[config.mk]
export PLATFORM = sky130hd
export DESIGN_NAME = lin_status_flags
export DESIGN_NICKNAME = d
export VERILOG_FILES = /design/src/design/lin_status_pkg.sv /design/src/design/lin_status_flags.sv
export SDC_FILE = /design/constraint.sdc
export NUM_CORES = 1
export LEC_CHECK = 0
export BUFFER_PORTS_ARGS = -buffer_cell sky130_fd_sc_hd__buf_4
export CELL_PAD_IN_SITES_DETAIL_PLACEMENT = 1
export CELL_PAD_IN_SITES_GLOBAL_PLACEMENT = 2
export CORE_MARGIN = 1
export CORE_UTILIZATION = 26
export DETAILED_ROUTE_END_ITERATION = 6
export PLACE_DENSITY = 0.77
export SLEW_MARGIN = 40
export SYNTH_ARGS = -nofsm -noshare
export SYNTH_HDL_FRONTEND = slang
export SYNTH_SLANG_ARGS = --single-unit
[constraint.sdc]
create_clock -name aclk -period 2 [get_ports aclk]
set_input_delay 0.4 -clock aclk [delete_from_list [all_inputs] [get_ports aclk]]
set_output_delay 0.4 -clock aclk [all_outputs]
set_load 0.05 [all_outputs]
[src/design/lin_status_pkg.sv]
package lin_status_pkg;
	// ------------------------------------------------------------
	// register offsets
	// ------------------------------------------------------------
	localparam logic [7:0] OFS_IRQ_ENABLE = 8'h04;
	localparam logic [7:0] OFS_CONTROL = 8'h30;
	localparam logic [7:0] OFS_STATUS = 8'h38;
	localparam logic [7:0] OFS_MASK = 8'h3c;
	localparam int ADDR_W = 8;

	// ------------------------------------------------------------
	// field positions
	// ------------------------------------------------------------
	localparam int ST_HDET = 0;
	localparam int ST_HERR = 1;
	localparam int ST_IDPERR = 2;
	localparam int ST_SYNC = 3;
	localparam int ST_BREAK = 8;
	localparam int ST_MISMATCH = 9;
	localparam int CT_RESP_EN = 0;
	localparam int CT_HDET_EN = 1;
	localparam int CT_ARS_EN = 2;
	localparam int CT_IDP_EN = 9;
	localparam int CT_BRK_EN = 10;
	localparam int CT_MIS_EN = 12;
	localparam int IE_LIN = 8;

	// ------------------------------------------------------------
	// implemented bits and reset values
	// ------------------------------------------------------------
	localparam logic [31:0] STATUS_BITS = 32'h0000030f;
	localparam logic [31:0] CONTROL_BITS = 32'h00001607;
	localparam logic [31:0] IRQ_ENABLE_BITS = 32'h00000100;
	localparam logic [31:0] STATUS_RESET = 32'h00000000;
	localparam logic [31:0] CONTROL_RESET = 32'h00000000;
	localparam logic [31:0] IRQ_ENABLE_RESET = 32'h00000000;
	localparam logic [31:0] MASK_RESET = 32'h00000000;

	localparam logic [1:0] RESP_OKAY = 2'h0;
	localparam logic [1:0] RESP_SLVERR = 2'h2;

	// ------------------------------------------------------------
	// events from the uart core, same clock
	// ------------------------------------------------------------
	typedef struct packed {
		logic tx_active;
		logic bit_sample;
		logic break_detected;
		logic sync_start;
		logic sync_done;
		logic header_error;
		logic id_parity_error;
		logic header_detected;
	} lin_events_s;
endpackage

[src/design/lin_status_flags.sv]
// Implementation choice: the AXI4-Lite slave port.
`timescale 1ns/1ns
`default_nettype none
module lin_status_flags (
	input wire logic aclk,
	input wire logic aresetn,
	input wire logic s_axi_awvalid,
	output logic s_axi_awready,
	input wire logic [lin_status_pkg::ADDR_W-1:0] s_axi_awaddr,
	input wire logic s_axi_wvalid,
	output logic s_axi_wready,
	input wire logic [31:0] s_axi_wdata,
	input wire logic [3:0] s_axi_wstrb,
	output logic s_axi_bvalid,
	input wire logic s_axi_bready,
	output logic [1:0] s_axi_bresp,
	input wire logic s_axi_arvalid,
	output logic s_axi_arready,
	input wire logic [lin_status_pkg::ADDR_W-1:0] s_axi_araddr,
	output logic s_axi_rvalid,
	input wire logic s_axi_rready,
	output logic [31:0] s_axi_rdata,
	output logic [1:0] s_axi_rresp,
	input wire logic serial_in_pin,
	input wire logic serial_out_pin,
	input wire lin_status_pkg::lin_events_s events,
	output logic baud_reload,
	output logic header_restart,
	output logic irq
);
	import lin_status_pkg::*;

	// ------------------------------------------------------------
	// serial input synchroniser
	// ------------------------------------------------------------
	logic sin_s1_r, sin_s2_r, sin_s3_r, rx_level_r;
	logic rx_level_nxt;

	// a level only counts once the last two stages agree
	always_comb begin
		rx_level_nxt = rx_level_r;
		if (sin_s2_r == sin_s3_r) begin
			rx_level_nxt = sin_s3_r;
		end
	end

	always_ff @(posedge aclk) begin
		if (!aresetn) begin
			sin_s1_r <= 1'b1;
			sin_s2_r <= 1'b1;
			sin_s3_r <= 1'b1;
			rx_level_r <= 1'b1;
		end else begin
			sin_s1_r <= serial_in_pin;
			sin_s2_r <= sin_s1_r;
			sin_s3_r <= sin_s2_r;
			rx_level_r <= rx_level_nxt;
		end
	end

	// ------------------------------------------------------------
	// axi4-lite write and read channels
	// ------------------------------------------------------------
	logic aw_got_r, w_got_r, bvalid_r, rvalid_r;
	logic aw_got_nxt, w_got_nxt, bvalid_nxt, rvalid_nxt;
	logic [ADDR_W-1:0] awaddr_r, awaddr_nxt;
	logic [31:0] wdata_r, wdata_nxt, rdata_r, rdata_nxt;
	logic [1:0] bresp_r, bresp_nxt, rresp_r, rresp_nxt;
	logic do_write;
	logic [31:0] wmask;
	logic [31:0] control_r, control_nxt, irq_en_r, irq_en_nxt;
	logic [31:0] mask_r, mask_nxt, status_r, status_nxt;
	logic wr_status, wr_control, wr_irq_en, wr_mask, wr_hit;

	assign s_axi_awready = !aw_got_r && !bvalid_r;
	assign s_axi_wready = !w_got_r && !bvalid_r;
	assign s_axi_arready = !rvalid_r;
	assign s_axi_bvalid = bvalid_r;
	assign s_axi_bresp = bresp_r;
	assign s_axi_rvalid = rvalid_r;
	assign s_axi_rdata = rdata_r;
	assign s_axi_rresp = rresp_r;
	assign do_write = aw_got_r && w_got_r && !bvalid_r;

	always_comb begin
		wr_status = 1'b0;
		wr_control = 1'b0;
		wr_irq_en = 1'b0;
		wr_mask = 1'b0;
		if (awaddr_r == OFS_STATUS) begin
			wr_status = do_write;
		end else if (awaddr_r == OFS_CONTROL) begin
			wr_control = do_write;
		end else if (awaddr_r == OFS_IRQ_ENABLE) begin
			wr_irq_en = do_write;
		end else if (awaddr_r == OFS_MASK) begin
			wr_mask = do_write;
		end
		wr_hit = wr_status || wr_control || wr_irq_en || wr_mask;
	end

	always_comb begin
		aw_got_nxt = aw_got_r;
		w_got_nxt = w_got_r;
		awaddr_nxt = awaddr_r;
		wdata_nxt = wdata_r;
		bvalid_nxt = bvalid_r;
		bresp_nxt = bresp_r;
		if (s_axi_awvalid && s_axi_awready) begin
			aw_got_nxt = 1'b1;
			awaddr_nxt = s_axi_awaddr;
		end
		if (s_axi_wvalid && s_axi_wready) begin
			w_got_nxt = 1'b1;
			wdata_nxt = s_axi_wdata & {{8{s_axi_wstrb[3]}}, {8{s_axi_wstrb[2]}},
				{8{s_axi_wstrb[1]}}, {8{s_axi_wstrb[0]}}};
		end
		if (do_write) begin
			aw_got_nxt = 1'b0;
			w_got_nxt = 1'b0;
			bvalid_nxt = 1'b1;
			bresp_nxt = wr_hit ? RESP_OKAY : RESP_SLVERR;
		end
		if (bvalid_r && s_axi_bready) begin
			bvalid_nxt = 1'b0;
		end
	end

	// unmasked lanes stay zero, so partial writes keep other status bits but clear other control, irq enable and mask bytes
	assign wmask = wdata_r;

	always_comb begin
		rvalid_nxt = rvalid_r;
		rdata_nxt = rdata_r;
		rresp_nxt = rresp_r;
		if (s_axi_arvalid && s_axi_arready) begin
			rvalid_nxt = 1'b1;
			rresp_nxt = RESP_OKAY;
			if (s_axi_araddr == OFS_STATUS) begin
				rdata_nxt = status_r & STATUS_BITS;
			end else if (s_axi_araddr == OFS_CONTROL) begin
				rdata_nxt = control_r;
			end else if (s_axi_araddr == OFS_IRQ_ENABLE) begin
				rdata_nxt = irq_en_r;
			end else if (s_axi_araddr == OFS_MASK) begin
				rdata_nxt = mask_r;
			end else begin
				rdata_nxt = 32'h00000000;
				rresp_nxt = RESP_SLVERR;
			end
		end else if (rvalid_r && s_axi_rready) begin
			rvalid_nxt = 1'b0;
		end
	end

	always_ff @(posedge aclk) begin
		if (!aresetn) begin
			aw_got_r <= 1'b0;
			w_got_r <= 1'b0;
			awaddr_r <= '0;
			wdata_r <= 32'h00000000;
			bvalid_r <= 1'b0;
			bresp_r <= RESP_OKAY;
			rvalid_r <= 1'b0;
			rdata_r <= 32'h00000000;
			rresp_r <= RESP_OKAY;
		end else begin
			aw_got_r <= aw_got_nxt;
			w_got_r <= w_got_nxt;
			awaddr_r <= awaddr_nxt;
			wdata_r <= wdata_nxt;
			bvalid_r <= bvalid_nxt;
			bresp_r <= bresp_nxt;
			rvalid_r <= rvalid_nxt;
			rdata_r <= rdata_nxt;
			rresp_r <= rresp_nxt;
		end
	end

	// ------------------------------------------------------------
	// flags, control and interrupt
	// ------------------------------------------------------------
	logic [31:0] set_bits, clr_bits;
	logic resp_en, mis_en, brk_en;
	logic sync_w1, baud_reload_r, baud_reload_nxt;

	assign resp_en = control_r[CT_RESP_EN];
	assign mis_en = control_r[CT_MIS_EN];
	assign brk_en = control_r[CT_BRK_EN];
	assign sync_w1 = wr_status && wmask[ST_SYNC];

	always_comb begin
		set_bits = 32'h00000000;
		clr_bits = 32'h00000000;
		set_bits[ST_MISMATCH] = mis_en && events.tx_active && events.bit_sample
			&& (rx_level_r != serial_out_pin);
		set_bits[ST_BREAK] = brk_en && events.break_detected;
		set_bits[ST_SYNC] = resp_en && control_r[CT_ARS_EN]
			&& events.sync_start;
		set_bits[ST_HERR] = resp_en && control_r[CT_HDET_EN] && events.header_error;
		set_bits[ST_IDPERR] = resp_en && control_r[CT_IDP_EN]
			&& events.id_parity_error;
		set_bits[ST_HDET] = resp_en && control_r[CT_HDET_EN] && events.header_detected;
		// analysis ends with the sync field, when responder mode is left or when auto resync is switched off
		clr_bits[ST_SYNC] = events.sync_done || !resp_en || !control_r[CT_ARS_EN];
		if (wr_status) begin
			clr_bits = clr_bits | (wmask & STATUS_BITS);
		end
		// a new event in the clearing cycle survives
		status_nxt = ((status_r & ~clr_bits) | set_bits) & STATUS_BITS;
		control_nxt = wr_control ? (wmask & CONTROL_BITS) : control_r;
		irq_en_nxt = wr_irq_en ? (wmask & IRQ_ENABLE_BITS) : irq_en_r;
		mask_nxt = wr_mask ? (wmask & STATUS_BITS) : mask_r;
		baud_reload_nxt = sync_w1;
	end

	always_ff @(posedge aclk) begin
		if (!aresetn) begin
			status_r <= STATUS_RESET;
			control_r <= CONTROL_RESET;
			irq_en_r <= IRQ_ENABLE_RESET;
			mask_r <= MASK_RESET;
			baud_reload_r <= 1'b0;
		end else begin
			status_r <= status_nxt;
			control_r <= control_nxt;
			irq_en_r <= irq_en_nxt;
			mask_r <= mask_nxt;
			baud_reload_r <= baud_reload_nxt;
		end
	end

	// one pulse drives both the divisor reload and the header search reset
	assign baud_reload = baud_reload_r;
	assign header_restart = baud_reload_r;
	assign irq = irq_en_r[IE_LIN] && |(status_r & mask_r);
endmodule
`default_nettype wire

* Yosys cells after proc, flatten, opt, wreduce, memory -nomap -nowiden
Index checks and enable logic that the tools add are counted.
** Word-level totals
- Bits in registers :: 85
- Memories :: 0
- Logic and storage cells :: 94
- Latch bits :: 0
- ROM bits :: 0
- Output and inout port bits :: 44
- RAM bits :: 0
** Cells by class
- Div/mod/pow operators :: 0
- Shift-type cells :: 0
- Bitwise gates (word level) :: 7
- $add $sub $neg :: 0
- $lt $le $gt $ge :: 0
- Multiplexer cells :: 22
- Reductions and logical operators :: 37
- Multiply operators :: 0
- Equal/unequal tests :: 10
** Operators with widths (count)
- equality test 8 x 6 -> 1 bit (second input constant) :: 6
- OR reduction 32 bit :: 1
- 2-to-1 mux 10 bit :: 3
- 2-to-1 mux 13 bit :: 2
- logical AND 1 bit :: 22
- bitwise AND 10 bit :: 2
- equality test 8 x 3 -> 1 bit (second input constant) :: 2
- bitwise AND 13 bit :: 1
- 2-to-1 mux 1 bit :: 12
- 2-to-1 mux 2 bit :: 5
- inverter 10 bit :: 1
- bitwise OR 10 bit :: 1
- bitwise OR 4 x 10 -> 10 bit :: 1
- zero test 1 bit :: 6
- logical OR 1 bit :: 5
- OR reduction 2 bit :: 2
- nonzero test 2 bit :: 1
- equality test 1 bit :: 1
- != test 1 bit :: 1
- inverter 1 bit :: 1

* Depth between registers and ports, before layout
- Word-level depth :: 8
- Depth in mapped cells :: 5
- Depth with buffers taken out :: 3

* Least setup slack after synthesis
Ideal clock, no wire load.
- Path type :: register to register
- Start point :: register awaddr_r[6]
- End point :: register control_r[12]
- Buffers on the path :: 2
- Setup slack :: 157 ps
- Library setup time :: 119 ps
- Clock period less this slack :: 1843 ps
- Stages on the path, launching flop included :: 6
- Data arrival time :: 1724 ps
- Path through :: dfxtp_1 > or4_4 > buf_6 > or4b_4 > buf_6 > mux2i_1
** On the way
- Cells in the longest elaborated chain, start to end :: 3
- Elaborated cells between the ends (all ways) :: 4
- Those cells by class :: 2 x eq/ne; 2 x mux
** Ends and longest elaborated chain
- from (decl) :: RTL line lin_status_flags.sv:66 : logic [ADDR_W-1:0] awaddr_r, awaddr_nxt;
- from (signal assigned) :: RTL line lin_status_flags.sv:170 : awaddr_r <= awaddr_nxt;
- equality test 8 x 6 -> 1 bit :: RTL line lin_status_flags.sv:92 : end else if (awaddr_r == OFS_CONTROL) begin
- 2-to-1 mux 1 bit :: RTL line lin_status_flags.sv:92
- 2-to-1 mux 1 bit * :: RTL line lin_status_flags.sv:90 : if (awaddr_r == OFS_STATUS) begin
- to (signal assigned) :: RTL line lin_status_flags.sv:226 : control_r <= control_nxt;
- to (decl) :: RTL line lin_status_flags.sv:71 : logic [31:0] control_r, control_nxt, irq_en_r, irq_en_nxt;
Every way passes the cells marked *; elsewhere a longest branch is shown, timed or not.
A chain may end at the register's enable or synchronous reset.

* Final worst setup path
- Start point :: register awaddr_r[6]
- End point :: register status_r[9]
** On the way
- Cells in the longest elaborated chain, start to end :: 6
** Ends and longest elaborated chain
- equality test 8 x 6 -> 1 bit :: RTL line lin_status_flags.sv:90
- 2-to-1 mux 1 bit :: RTL line lin_status_flags.sv:90
- 2-to-1 mux 10 bit :: RTL line lin_status_flags.sv:206 : if (wr_status) begin
- inverter 10 bit :: RTL line lin_status_flags.sv:210 : status_nxt = ((status_r & ~clr_bits) | set_bits) & STATUS_BITS;
- bitwise AND 10 bit :: RTL line lin_status_flags.sv:210
- bitwise OR 10 bit :: RTL line lin_status_flags.sv:210
- to (signal assigned) :: RTL line lin_status_flags.sv:225 : status_r <= status_nxt;
- to (decl) :: RTL line lin_status_flags.sv:72 : logic [31:0] mask_r, mask_nxt, status_r, status_nxt;
Every way passes these cells.

==> impl_metrics.yaml <==
clocking:
  cts_root_buf: "clkbuf_8"
  htreeDepth: 2
  clock_latency_ps: 300
  clkSlewWorstSetupHoldPaths_ps: 90
  cts_buffer_depth: 2
  post_cts_buffers: 0
  ctsResizeCount: 0
  numCtsBuffers: 5
  cts_tree: "built"
  cts_sinks: 54
  cts_hold_buf: 0
synth:
  async_flop_share_pct: 0
  synth_area_mm2: 0.002522
  syn_inst: 287
  ys_seq_elements: 54
  synth_area_per_cell_um2: 8.789
  ys.warnings.count: 0
  synth_edf_count: 0
  synth_cell_types: 39
  yosysSeqAreaShare_pct: 42.86
  synth_ff_type: "dfxtp_1"
power:
  power_density_mw_per_mm2: 683.0
  power.internal_mw: 1.474
  p_clk_share_pct: 27.2
  swShare_pct: 30.30
  power_switching_uw: 640.8
  p_leak_nw: 1.220
  combPwrFrac_pct: 19.2
  p_seq_share_pct: 53.6
  ir_worst_vdd_mv: 0.2777
  power_mw: 2.115
detailed_routing:
  drt-total-wl_mm: 6.336
  vias_per_cell: 4.549
  drt_iter0_markers: 51
  drc: 0
  ant_nets: 0
  wl_per_cell_um: 13.37
  dr.pass1.iters: 4
  vias: 2156
floorplanning:
  num_rows: 35
  start_util_pct: 27.04
  die_w_um: 100.5
  die_h_um: 100.5
  core_mm2: 0.009328
  ios: 113
  die_area_mm2: 0.01010
timing:
  slew_headroom_pct: 65.68
  rsz0062_at_grt: "false"
  finalCritPeriodShare_pct: 92.83
  fmax_ghz: 0.5386
  finalCriticalPeriod_ps: 1857
  skew_ps: 8.536
  hold_viol: 0
  hold_ws_ps: 278.8
  drv_slew: 0
  worstMarginPinSlew_ps: 510.1
  setup_viol: 0
layout:
  nNetsFinal: 414
  layout_common_cells: "buf_4, dfxtp_1, nand2_1"
  areaGrowthSynthToFinish_pct: 22.77
  diodes: 0
  final_common_cell: "buf_4"
  drive_above_1_share_pct: 23.77
global_routing:
  grtUsageTotal_pct: 13.38
  grt_pass1_vias: 2143
  antenna_found_initial: 0
  grt_max_degree: 36
  grt_overflow: 0
  grt_first_pass_wirelength_mm: 10.54
critical_path:
  worstPathArrival_ps: 2050
  worstSetupStartpointType: "register"
  endpoint_kind: "register"
  worstSetupPathType: "register to register"
  required_ps: 2200
  cp_max_fo: 8
placed_design:
  dp_hpwl_mm: 4.819
  place.gp.congestion: 0.6951
  io_buffers: 60
run_status:
  outcome: "finished, final reports clean"
worst_hold_path:
  hold_class: "primary input to register"
run:
  drv_cap: 0
registers in the layout, summed over array words and instances (netlist names), 6 cells and up:
| name | flops |
|---|---|
| status_r | 6 |
| wdata_r | 8 |
| s_axi_rdata | 8 |
| control_r | 6 |
| awaddr_r | 8 |
| mask_r | 6 |
layout make-up:
cell class	count	area, um^2
Inverter	5	18.77
Timing Repair Buffer	69	518.0
Fill cell	1129	6231
Sequential cell	54	1081
Clock inverter	2	10.01
Multi-Input combinational cell	210	1239
Clock buffer	5	68.82
Tap cell	129	161.4
worst max-delay path: stages, from the launching register on:
cell     delay [ps]
dfxtp_1         320
or4_4           600
or4_1           560
a31o_2          260
cell families (layout without fill, tap and decap cells):
| group | count (synthesis) | count (layout) | synth area share, % |
|---|---|---|---|
| flops | 54 | 54 | 42.86 |
| xor+xnor | 1 | 1 | 0.3473 |
| mux | 23 | 23 | 9.127 |
| simple gates | 116 | 116 | 24.01 |
| compound gates | 44 | 44 | 11.76 |
| other cells | 1 | 26 | 0.1487 |
| buf+inv | 48 | 81 | 11.76 |
synth_stat cells (all sizes together), types with 2 or more instances:
library cell | n | area (um^2)
a21oi | 15 | 75.07
a22oi | 3 | 22.52
a311oi | 4 | 35.03
a31oi | 6 | 37.54
buf | 32 | 236.5
clkbuf | 11 | 41.29
dfxtp | 54 | 1081
inv | 5 | 18.77
mux2i | 23 | 230.2
nand2 | 42 | 157.7
nand2b | 8 | 50.05
nand3 | 17 | 85.08
nand3b | 2 | 15.01
nand4 | 2 | 12.51
nor2 | 17 | 63.81
nor2b | 3 | 18.77
nor3 | 3 | 15.01
nor3b | 3 | 22.52
nor4 | 8 | 65.06
nor4b | 2 | 17.52
o21ai | 2 | 10.01
o2bb2ai | 4 | 35.03
o31ai | 4 | 30.03
or3b | 2 | 17.52
or4 | 5 | 41.29
power groups by stage:
stage | clock network, mW | logic (mW) | registers, mW
finish | 0.575 | 0.406 | 1.13
global route | 0.647 | 0.439 | 1.14
CTS | 0.603 | 0.409 | 1.14
detailed placement | 0 | 0.408 | 1.16
global placement | 0 | 0.401 | 1.16
floorplan | 0 | 0.309 | 1.17
through the flow:
| step | TNS (ps) | utilization [%] | cell area, um^2 | instances | setup WS, ps |
|---|---|---|---|---|---|
| 3_5_place_dp | -13.09 | 32.35 | 3018 | 467 | -13.09 |
| 2_1_floorplan | 0 | - | 2616 | 312 | 157.2 |
| 4_1_cts | 0 | 33.20 | 3097 | 474 | 143.6 |
| 3_3_place_gp | 0 | 32.35 | 3018 | 467 | 23.13 |
| 5_1_grt | 0 | 33.20 | 3097 | 474 | 74.84 |
| 6_report | 0 | 33.20 | 3097 | 474 | 143.4 |
final timing paths:
| kind | startpoint | endpoint | slack [ps] | cells after the start |
|---|---|---|---|---|
| hold reg to reg | sin_s1_r | sin_s2_r | 420 | 1 |
| setup reg to reg | awaddr_r[6] | status_r[9] | 140 | 3 |
| hold / removal | serial_in_pin | sin_s1_r | 280 | 2 |
| setup / recovery | awaddr_r[6] | status_r[9] | 140 | 3 |
metal layers:
layer | vias up | global-route usage (%) | wire, um
li1 | 1079 | - | -
met1 | 1014 | 17.32 | 3070
met2 | 59 | 22.13 | 2892
met3 | 4 | 2.913 | 300
met4 | 0 | 4.348 | 72
met5 | - | 0 | 0
Note: power is estimated with default switching activity, not from simulation.
